### config.mk
export PLATFORM = sky130hd
export DESIGN_NAME = cps_pair_status
export DESIGN_NICKNAME = d
export VERILOG_FILES = /design/src/cps_pkg.sv /design/src/cps_pair_status.sv /design/src/cps_counter_flags.sv
export SDC_FILE = /design/constraint.sdc
export NUM_CORES = 1
export LEC_CHECK = 0
export ABC_AREA = 1
export ABC_CLOCK_PERIOD_IN_PS = 2200
export BUFFER_PORTS_ARGS = -buffer_cell sky130_fd_sc_hd__buf_2
export CAP_MARGIN = 40
export CORE_UTILIZATION = 40
export DETAILED_ROUTE_END_ITERATION = 10
export GPL_ROUTABILITY_DRIVEN = 0
export GPL_TIMING_DRIVEN = 0
export MAX_ROUTING_LAYER = met4
export SETUP_SLACK_MARGIN = 0.1
export SYNTH_ARGS = -nofsm -noshare
export SYNTH_HDL_FRONTEND = slang
export SYNTH_SLANG_ARGS = --single-unit
### constraint.sdc
create_clock -name clock -period 2.2 [get_ports clock]
set_clock_uncertainty 0.2 [all_clocks]
set_input_delay 0.33 -clock clock [delete_from_list [all_inputs] [get_ports clock]]
set_output_delay 0.33 -clock clock [all_outputs]
set_load 0.01 [all_outputs]
### src/cps_pkg.sv
package cps_pkg;
   localparam int ADDR_W = 12;
   localparam int DATA_W = 16;
   localparam logic [11:0] OFS_PAIR_STATUS = 12'h008;
   localparam logic [11:0] OFS_GATE_BANK = 12'h036;
   localparam logic [11:0] OFS_SAVE_OUTPUT = 12'h03A;
   localparam logic [11:0] OFS_COUNTER_RESET = 12'h090;
   localparam logic [11:0] OFS_IRQ_ENABLE = 12'h092;
   localparam logic [11:0] OFS_IRQ_STATUS = 12'h094;
   localparam logic [11:0] OFS_IRQ_MASK = 12'h098;
   localparam logic [11:0] OFS_ACK = 12'h09C;
   // Pair status fields, counter 0 at the lower bit
   localparam int POS_ARMED = 8;
   localparam int POS_MISSED = 10;
   localparam int POS_OVERRUN = 12;
   localparam int POS_STALE = 6;
   // Joint status 1
   localparam int POS_BANK = 0;
   localparam int POS_GATE = 2;
   localparam int POS_SERIAL = 12;
   // Joint status 2
   localparam int POS_OUTPUT = 0;
   localparam int POS_HWSAVE = 12;
   localparam int POS_STICKY = 14;
   // Joint reset and interrupt enable
   localparam int POS_RESET = 2;
   localparam int POS_TC_EN0 = 6;
   localparam int POS_TC_EN1 = 9;
   // Acknowledge: overrun clear bits, then tc acknowledge bits
   localparam int POS_OVR_CLR = 0;
   localparam int POS_TC_ACK = 2;
   // Interrupt status events: tc(1:0), stale(3:2), overrun(5:4)
   localparam int IRQ_W = 6;
   localparam logic [15:0] RESET_VAL = 16'h0000;
endpackage : cps_pkg

### src/cps_pair_status.sv
// Functional notes
// Terminal count interrupt only while enable set; counter_irq obeys it, but irq fires on terminal count through the mask alone
// Writing reset bit one resets that counter
// Gate bits show gate after polarity
// Bank bits show load bank in use
// Capture valid bit set after hardware latch
// Serial bit high during serial conversion
// Two gate edges without source set stale
// Sticky stale bit holds until cleared
// Second unacknowledged terminal count sets overrun
// Missed reload flag; load or reset clears
//
// Design decision made here: the address-and-strobe port.
module cps_pair_status
   import cps_pkg::*;
(
   input wire logic clock,
   input wire logic arst_n,
   input wire logic [ADDR_W-1:0] reg_addr,
   input wire logic [DATA_W-1:0] reg_wdata,
   input wire logic reg_write,
   input wire logic reg_read,
   output logic [DATA_W-1:0] reg_rdata,
   input wire logic [1:0] gate_pin,
   input wire logic [1:0] gate_invert,
   input wire logic [1:0] source_pin,
   input wire logic [1:0] terminal_count,
   input wire logic [1:0] load_bank_in_use,
   input wire logic [1:0] hw_capture_latch,
   input wire logic [1:0] hw_capture_read,
   input wire logic serial_busy,
   input wire logic [1:0] output_readback,
   input wire logic [1:0] counter_armed,
   input wire logic [1:0] load_command,
   input wire logic [1:0] load_done,
   output logic [1:0] counter_soft_reset,
   output logic [1:0] counter_irq,
   output logic irq
);
   logic [1:0] gate_s1_reg, gate_s2_reg, gate_s3_reg, src_s1_reg, src_s2_reg, src_s3_reg;
   logic [1:0] irq_en_reg, irq_en_next;
   logic [1:0] hw_valid_reg, hw_valid_next;
   logic [IRQ_W-1:0] ists_reg, ists_next, imask_reg, imask_next;
   logic [1:0] rst_next, cirq_next;
   logic irq_next;
   logic [DATA_W-1:0] rdata_next;
   logic [1:0] stale, sticky, overrun, missed, pending, ack_tc, ack_ovr;
   logic [1:0] gate_lvl, gate_edge, src_edge;
   logic wr_ack;
   logic [1:0] ovr_prev_reg, stale_prev_reg, ovr_rise, stale_rise;
   logic [2:0] prime_reg;

   function automatic logic hit(input logic [ADDR_W-1:0] a, input logic [11:0] ofs);
      return reg_write && (a == ofs);
   endfunction : hit

   // Gate seen after polarity, edges of either direction count
   assign gate_lvl = gate_s2_reg ^ gate_invert;
   // Edges wait until all three stages hold pin samples, so a pin high at reset is no edge
   assign gate_edge = (gate_s2_reg ^ gate_s3_reg) & {2{prime_reg[2]}};
   assign src_edge = src_s2_reg & ~src_s3_reg & {2{prime_reg[2]}};
   // Level flags raise one event each; a run of stale edges raises only one
   assign ovr_rise = overrun & ~ovr_prev_reg;
   assign stale_rise = stale & ~stale_prev_reg;
   assign wr_ack = hit(reg_addr, OFS_ACK);
   assign ack_tc = wr_ack ? reg_wdata[POS_TC_ACK +: 2] : 2'b00;
   assign ack_ovr = wr_ack ? reg_wdata[POS_OVR_CLR +: 2] : 2'b00;

   for (genvar i = 0; i < 2; i++) begin : g_cnt
      cps_counter_flags u_flags (
         .clock(clock),
         .arst_n(arst_n),
         .soft_reset(counter_soft_reset[i]),
         .gate_edge(gate_edge[i]),
         .source_edge(src_edge[i]),
         .terminal_count(terminal_count[i]),
         .tc_ack(ack_tc[i]),
         .overrun_clear(ack_ovr[i]),
         .load_command(load_command[i]),
         .load_done(load_done[i]),
         .stale_flag(stale[i]),
         .sticky_stale_flag(sticky[i]),
         .terminal_count_overrun(overrun[i]),
         .missed_reload_flag(missed[i]),
         .tc_pending(pending[i])
      );
   end

   always_comb begin
      irq_en_next = irq_en_reg;
      imask_next = imask_reg;
      hw_valid_next = hw_valid_reg;
      rst_next = 2'b00;
      rdata_next = RESET_VAL;
      if (hit(reg_addr, OFS_IRQ_ENABLE)) begin
         irq_en_next = {reg_wdata[POS_TC_EN1], reg_wdata[POS_TC_EN0]};
      end
      if (hit(reg_addr, OFS_IRQ_MASK)) begin
         imask_next = reg_wdata[IRQ_W-1:0];
      end
      if (hit(reg_addr, OFS_COUNTER_RESET)) begin
         rst_next = reg_wdata[POS_RESET +: 2];
      end
      // Read of capture clears valid; a new latch in the same cycle wins
      hw_valid_next = (hw_valid_reg & ~hw_capture_read) | hw_capture_latch;
      // Write one to clear; new events win over the clear
      ists_next = ists_reg;
      if (hit(reg_addr, OFS_IRQ_STATUS)) begin
         ists_next = ists_reg & ~reg_wdata[IRQ_W-1:0];
      end
      ists_next = ists_next | {ovr_rise, stale_rise, terminal_count};
      cirq_next = terminal_count & irq_en_reg;
      irq_next = |(ists_next & imask_next);
      if (reg_read) begin
         case (reg_addr)
            OFS_PAIR_STATUS: begin
               rdata_next[POS_ARMED +: 2] = counter_armed;
               rdata_next[POS_MISSED +: 2] = missed;
               rdata_next[POS_OVERRUN +: 2] = overrun;
               rdata_next[POS_STALE +: 2] = stale;
            end
            OFS_GATE_BANK: begin
               rdata_next[POS_BANK +: 2] = load_bank_in_use;
               rdata_next[POS_GATE +: 2] = gate_lvl;
               rdata_next[POS_SERIAL] = serial_busy;
            end
            OFS_SAVE_OUTPUT: begin
               rdata_next[POS_OUTPUT +: 2] = output_readback;
               rdata_next[POS_HWSAVE +: 2] = hw_valid_reg;
               rdata_next[POS_STICKY +: 2] = sticky;
            end
            OFS_IRQ_ENABLE: begin
               rdata_next[POS_TC_EN0] = irq_en_reg[0];
               rdata_next[POS_TC_EN1] = irq_en_reg[1];
            end
            OFS_IRQ_STATUS: begin
               rdata_next[IRQ_W-1:0] = ists_reg;
            end
            OFS_IRQ_MASK: begin
               rdata_next[IRQ_W-1:0] = imask_reg;
            end
            default: begin
               rdata_next = RESET_VAL;
            end
         endcase
      end
   end

   // Sticky bits survive a counter reset so software still sees past errors
   always_ff @(posedge clock or negedge arst_n) begin
      if (!arst_n) begin
         gate_s1_reg <= 2'b00;
         gate_s2_reg <= 2'b00;
         gate_s3_reg <= 2'b00;
         src_s1_reg <= 2'b00;
         src_s2_reg <= 2'b00;
         src_s3_reg <= 2'b00;
         prime_reg <= 3'b000;
         ovr_prev_reg <= 2'b00;
         stale_prev_reg <= 2'b00;
         irq_en_reg <= 2'b00;
         imask_reg <= '0;
         ists_reg <= '0;
         hw_valid_reg <= 2'b00;
         counter_soft_reset <= 2'b00;
         counter_irq <= 2'b00;
         irq <= 1'b0;
         reg_rdata <= RESET_VAL;
      end else begin
         gate_s1_reg <= gate_pin;
         gate_s2_reg <= gate_s1_reg;
         gate_s3_reg <= gate_s2_reg;
         src_s1_reg <= source_pin;
         src_s2_reg <= src_s1_reg;
         src_s3_reg <= src_s2_reg;
         prime_reg <= {prime_reg[1:0], 1'b1};
         ovr_prev_reg <= overrun;
         stale_prev_reg <= stale;
         irq_en_reg <= irq_en_next;
         imask_reg <= imask_next;
         ists_reg <= ists_next;
         hw_valid_reg <= hw_valid_next;
         counter_soft_reset <= rst_next;
         counter_irq <= cirq_next;
         irq <= irq_next;
         reg_rdata <= rdata_next;
      end
   end

   chk_tc_irq_gate: assert property (@(posedge clock) disable iff (!arst_n)
      counter_irq[0] |-> $past(terminal_count[0]) && $past(irq_en_reg[0]))
      else $error("counter interrupt without enable");
   chk_soft_reset: assert property (@(posedge clock) disable iff (!arst_n)
      hit(reg_addr, OFS_COUNTER_RESET) && reg_wdata[POS_RESET] |=> counter_soft_reset[0])
      else $error("counter reset not issued");
   chk_gate_read: assert property (@(posedge clock) disable iff (!arst_n)
      reg_read && reg_addr == OFS_GATE_BANK |=> reg_rdata[POS_GATE +: 2] == $past(gate_lvl))
      else $error("gate level readback wrong");
   chk_bank_read: assert property (@(posedge clock) disable iff (!arst_n)
      reg_read && reg_addr == OFS_GATE_BANK |=>
      reg_rdata[POS_BANK +: 2] == $past(load_bank_in_use))
      else $error("bank readback wrong");
   chk_hw_valid: assert property (@(posedge clock) disable iff (!arst_n)
      hw_capture_latch[1] |=> hw_valid_reg[1])
      else $error("capture valid not set");
   chk_serial_read: assert property (@(posedge clock) disable iff (!arst_n)
      reg_read && reg_addr == OFS_GATE_BANK |=> reg_rdata[POS_SERIAL] == $past(serial_busy))
      else $error("serial status wrong");
   chk_tc_irq_gate1: assert property (@(posedge clock) disable iff (!arst_n)
      counter_irq[1] |-> $past(terminal_count[1]) && $past(irq_en_reg[1]))
      else $error("counter 1 interrupt without enable");
   chk_tc_irq_fire: assert property (@(posedge clock) disable iff (!arst_n)
      terminal_count[0] && irq_en_reg[0] |=> counter_irq[0])
      else $error("enabled terminal count gave no interrupt");
   chk_soft_reset1: assert property (@(posedge clock) disable iff (!arst_n)
      hit(reg_addr, OFS_COUNTER_RESET) && reg_wdata[POS_RESET + 1] |=> counter_soft_reset[1])
      else $error("counter 1 reset not issued");
   chk_reset_idle: assert property (@(posedge clock) disable iff (!arst_n)
      !hit(reg_addr, OFS_COUNTER_RESET) |=> counter_soft_reset == 2'b00)
      else $error("counter reset without a write");
   chk_hw_valid0: assert property (@(posedge clock) disable iff (!arst_n)
      hw_capture_latch[0] |=> hw_valid_reg[0])
      else $error("capture valid 0 not set");
   chk_sticky_read: assert property (@(posedge clock) disable iff (!arst_n)
      reg_read && (reg_addr == OFS_SAVE_OUTPUT) |=> reg_rdata[POS_STICKY +: 2] == $past(sticky))
      else $error("sticky stale readback wrong");
   chk_missed_read: assert property (@(posedge clock) disable iff (!arst_n)
      reg_read && (reg_addr == OFS_PAIR_STATUS) |=> reg_rdata[POS_MISSED +: 2] == $past(missed))
      else $error("missed reload readback wrong");
endmodule : cps_pair_status

### src/cps_counter_flags.sv
module cps_counter_flags
   import cps_pkg::*;
(
   input wire logic clock,
   input wire logic arst_n,
   input wire logic soft_reset,
   input wire logic gate_edge,
   input wire logic source_edge,
   input wire logic terminal_count,
   input wire logic tc_ack,
   input wire logic overrun_clear,
   input wire logic load_command,
   input wire logic load_done,
   output logic stale_flag,
   output logic sticky_stale_flag,
   output logic terminal_count_overrun,
   output logic missed_reload_flag,
   output logic tc_pending
);
   logic gate_seen_reg, gate_seen_next;
   logic loaded_reg, loaded_next;
   logic stale_next, sticky_next, ovr_next, missed_next, pend_next;

   always_comb begin
      gate_seen_next = gate_seen_reg;
      loaded_next = loaded_reg | load_done;
      stale_next = stale_flag;
      sticky_next = sticky_stale_flag;
      ovr_next = terminal_count_overrun;
      missed_next = missed_reload_flag;
      pend_next = tc_pending;
      if (source_edge) begin
         gate_seen_next = 1'b0;
      end
      if (gate_edge) begin
         // Two gate edges with no source edge between them
         stale_next = gate_seen_reg & ~source_edge;
         gate_seen_next = 1'b1;
         if (!loaded_reg && !load_done) begin
            missed_next = 1'b1;
         end
         loaded_next = 1'b0;
      end
      if (stale_next) begin
         sticky_next = 1'b1;
      end
      if (overrun_clear) begin
         ovr_next = 1'b0;
      end
      if (tc_ack) begin
         pend_next = 1'b0;
      end
      if (terminal_count) begin
         // Set beats a clear in the same cycle
         if (tc_pending && !tc_ack) begin
            ovr_next = 1'b1;
         end
         pend_next = 1'b1;
      end
      if ((load_command || soft_reset) && !gate_edge) begin
         missed_next = 1'b0;
      end
      if (soft_reset) begin
         gate_seen_next = 1'b0;
         stale_next = 1'b0;
         ovr_next = 1'b0;
         pend_next = 1'b0;
         loaded_next = 1'b0;
      end
   end

   always_ff @(posedge clock or negedge arst_n) begin
      if (!arst_n) begin
         gate_seen_reg <= 1'b0;
         loaded_reg <= 1'b0;
         stale_flag <= 1'b0;
         sticky_stale_flag <= 1'b0;
         terminal_count_overrun <= 1'b0;
         missed_reload_flag <= 1'b0;
         tc_pending <= 1'b0;
      end else begin
         gate_seen_reg <= gate_seen_next;
         loaded_reg <= loaded_next;
         stale_flag <= stale_next;
         sticky_stale_flag <= sticky_next;
         terminal_count_overrun <= ovr_next;
         missed_reload_flag <= missed_next;
         tc_pending <= pend_next;
      end
   end

   chk_overrun_set: assert property (@(posedge clock) disable iff (!arst_n)
      terminal_count && tc_pending && !tc_ack && !soft_reset |=> terminal_count_overrun)
      else $error("overrun not set on second terminal count");
   chk_stale_set: assert property (@(posedge clock) disable iff (!arst_n)
      gate_edge && gate_seen_reg && !source_edge && !soft_reset |=> stale_flag)
      else $error("stale flag not set");
   chk_sticky_hold: assert property (@(posedge clock) disable iff (!arst_n)
      stale_flag |=> sticky_stale_flag [*3])
      else $error("sticky stale flag lost");
   chk_missed_clear: assert property (@(posedge clock) disable iff (!arst_n)
      (load_command || soft_reset) && !gate_edge |=> !missed_reload_flag)
      else $error("missed reload flag not cleared");
endmodule : cps_counter_flags

==> summary.txt <==
Run status
  – Status: completed

Floorplanning
  – Die Wd: ~86 µm
  – Initial Util: 0.415
  – Die area: about 7400 µm²
  – Core area: 6790 µm²
  – Die height: 86.0 µm
  – Ports: between 70 and 80
  – Num rows: 30

Min path
  – Hold path depth: 3
  – Hold Path Class: primary input to register

Finish
  – Nets: ~440
  – Number of diodes: 0
  – Max reg flops: 16
  – Non-Filler Instances: 490
  – Layout cells sized above 1: 0.279
  – Layout area overhead: 26.8%

Pwr
  – VDD IR max: between 300 and 400 µV
  – Power Total: between 2 and 2.5 mW
  – P_leak: just under 2 nW
  – Pwr Density: about 700 nW/µm²

Timing
  – Worst slew margin: 0.624
  – Setup violators final: 0
  – Final period util: 0.745
  – RSZ-0062 raised after global routing: false
  – Slew Viols, Final: 0
  – Setup_tns: 0 ns
  – Min Tclk post-route: roughly 1.6 ns
  – Fmax: just over 600 MHz
  – Worst slew pin tran: roughly 0.56 ns
  – Fin. Hold Viols: 0
  – Fin Hold WS: roughly 0.025 ns
  – Setup ws final: between 0.5 and 0.6 ns

Setup path
  – Crit path launch type: register
  – Worst Path Required: about 1.7 ns
  – Crit path to: counter_soft_reset[0]
  – Crit-path max FO: 7
  – Worst R2R End: g_cnt[1].u_flags.sticky_stale_flag
  – Crit path from: counter_soft_reset[0]
  – Critical Path AT: about 1.1 ns
  – Critical path cell sequence: buf_4 > buf_2
  – Crit. End Element: primary output
  – Slowest cell on the critical path: dfrtp_1
  – Reg2Reg Depth: 6
  – RR Startpoint: gate_s2_reg[1]
  – Worst path max stage delay: roughly 0.47 ns
  – Crit path kind: register to primary output
  – R2R setup slack: 0.63 ns

GRT
  – Largest net degree at the start of global routing: between 40 and 50
  – Initial antenna violation count: 0
  – Vias in the first global route: between 2000 and 2500
  – GRT Overall Usage: 0.187
  – Grt ovf: 0
  – First-pass GRT wire length: ~10 mm

Synthesis
  – Post-Syn Nets: 355
  – Cell variety after synth: 29
  – Syn Std Cell Area: between 2000 and 3000 µm²
  – Seq/Total Area, Yosys: 0.621
  – Top-count cell post-synth: nand2_1
  – Synth Instances: 300
  – Synth area leader: dfrtp_1
  – Yosys top cell area share: 0.621
  – Top_reg_cell synth: dfrtp_1
  – Asr flop ratio synth: 1.00
  – Yosys warns: 0
  – Top cells by area, synth: dfrtp_1 62%, nand2_1 10%, inv_1 4.8%
  – Syn_area_per_cell: between 9 and 10 µm²
  – #FFs+latches synth: 70
  – Post-synth EDFFs: 0
  – Top cells by count, synth: 78 x nand2_1, 70 x dfrtp_1, 36 x inv_1

Clock network
  – Setup bufs post-CTS: 0
  – Clk_lat worst skew: ~0.35 ns
  – CTS tree: built
  – Clock sinks: 70
  – CTS Buffer Depth: 2
  – Reg clk slew, reported paths: around 0.070 ns
  – H-tree levels: 3
  – Resized Gates After CTS: 0
  – Total CTS buffers: 9
  – Clock root buffer: clkbuf_8

Placed design
  – Setup WS pre-CTS: 0.295 ns
  – Post-DP HPWL: between 4 and 5 mm
  – Buffers added on ports: 67
  – Placed insts: 464

Flow run
  – Max Cap Viol: 0

Drt
  – Drt pass-1 iters: 4
  – Via count: between 2000 and 2500
  – Vias/cell: 4.60
  – DR DRC count: 0
  – Iter 0 DRT Violations: about 100
  – Post-route ant nets: 0
  – Post-DR wirelength/cell: around 12 µm
  – Final WL: ~6 mm
==> stage by stage <==
step / area, µm² / utilization
6_report: 3580 / 0.526
5_1_grt: 3580 / 0.526
4_1_cts: 3580 / 0.526
3_5_place_dp: 3300 / 0.485
3_3_place_gp: 3280 / 0.482
2_1_floorplan: 2820 / -
==> report_power, final <==
group / internal [mW] / switching [mW] / leakage, nW / total, mW
logic: 0.0737 / 0.102 / 0.994 / 0.175
clock network: 0.470 / 0.462 / 0.0934 / 0.932
registers: 1.33 / 0.0165 / 0.837 / 1.34
==> cells by family after synthesis <==
group                     share of synthesized area
other                                       0.00133
and+or+nand+nor                               0.228
xor gates and xnor gates                    0.00621
buffers and inverters                        0.0754
DFF                                           0.621
AOI/OAI and AO/OA                            0.0679
==> worst max-delay path, delay by kind of cell (launching register included) <==
family,cells,cell delay [ns]
buf+inv,2,0.30
flops,1,0.47
==> cells in the final DEF (no fill, tap or decap), types with 3 or more instances in the layout <==
master         Yosys  layout
o21ai_2            4       4
nor2_1            27      27
buf_4              2       3
clkinv_2           1       3
o21ai_0            6       6
o21ai_1            3       3
nand4_1            8       8
dlygate4sd3_1      0      10
buf_2              1      67
nor3_1             8       8
dfrtp_1           70      70
nand2_1           78      78
inv_1             36      36
a31oi_1            4       4
nand3_1           15      15
clkbuf_8           0      11
a21oi_1            8       8
inv_2              8       8
==> worst min path at each step <==
stage | from | endpoint | slack [ns]
after CTS | reg_wdata[9] | irq_en_reg[1] | 0.01
after detailed placement | arst_n | hw_valid_reg[0] | 0.08
final | reg_wdata[9] | irq_en_reg[1] | 0.03
after global routing | reg_wdata[6] | irq_en_reg[0] | 0.03
after floorplan | arst_n | counter_irq[0] | -0.17
after global placement | prime_reg[0] | prime_reg[1] | 0.13
==> final cells by class <==
class / count / area, µm²
fill: 651 / 3220
multi-input combinational: 180 / 856
sequential: 70 / 1750
buffer: 5 / 42.5
clock inverter: 3 / 18.8
timing repair buffer: 78 / 458
tap: 96 / 120
clock buffer: 13 / 159
inverter: 45 / 170
==> what timing repair did <==
item	in CTS	in global routing
hold endpoints to repair	36	0
hold buffers	10	0
setup endpoints to repair	0	0
==> layer usage <==
metal,up-vias,track usage,wire length [µm]
li1,1128,-,-
met1,1057,0.224,2660
met2,58,0.296,2940
met3,12,0.0375,249
met4,0,0.102,129
met5,-,-,0
Note: power is estimated with default switching activity, not from simulation.
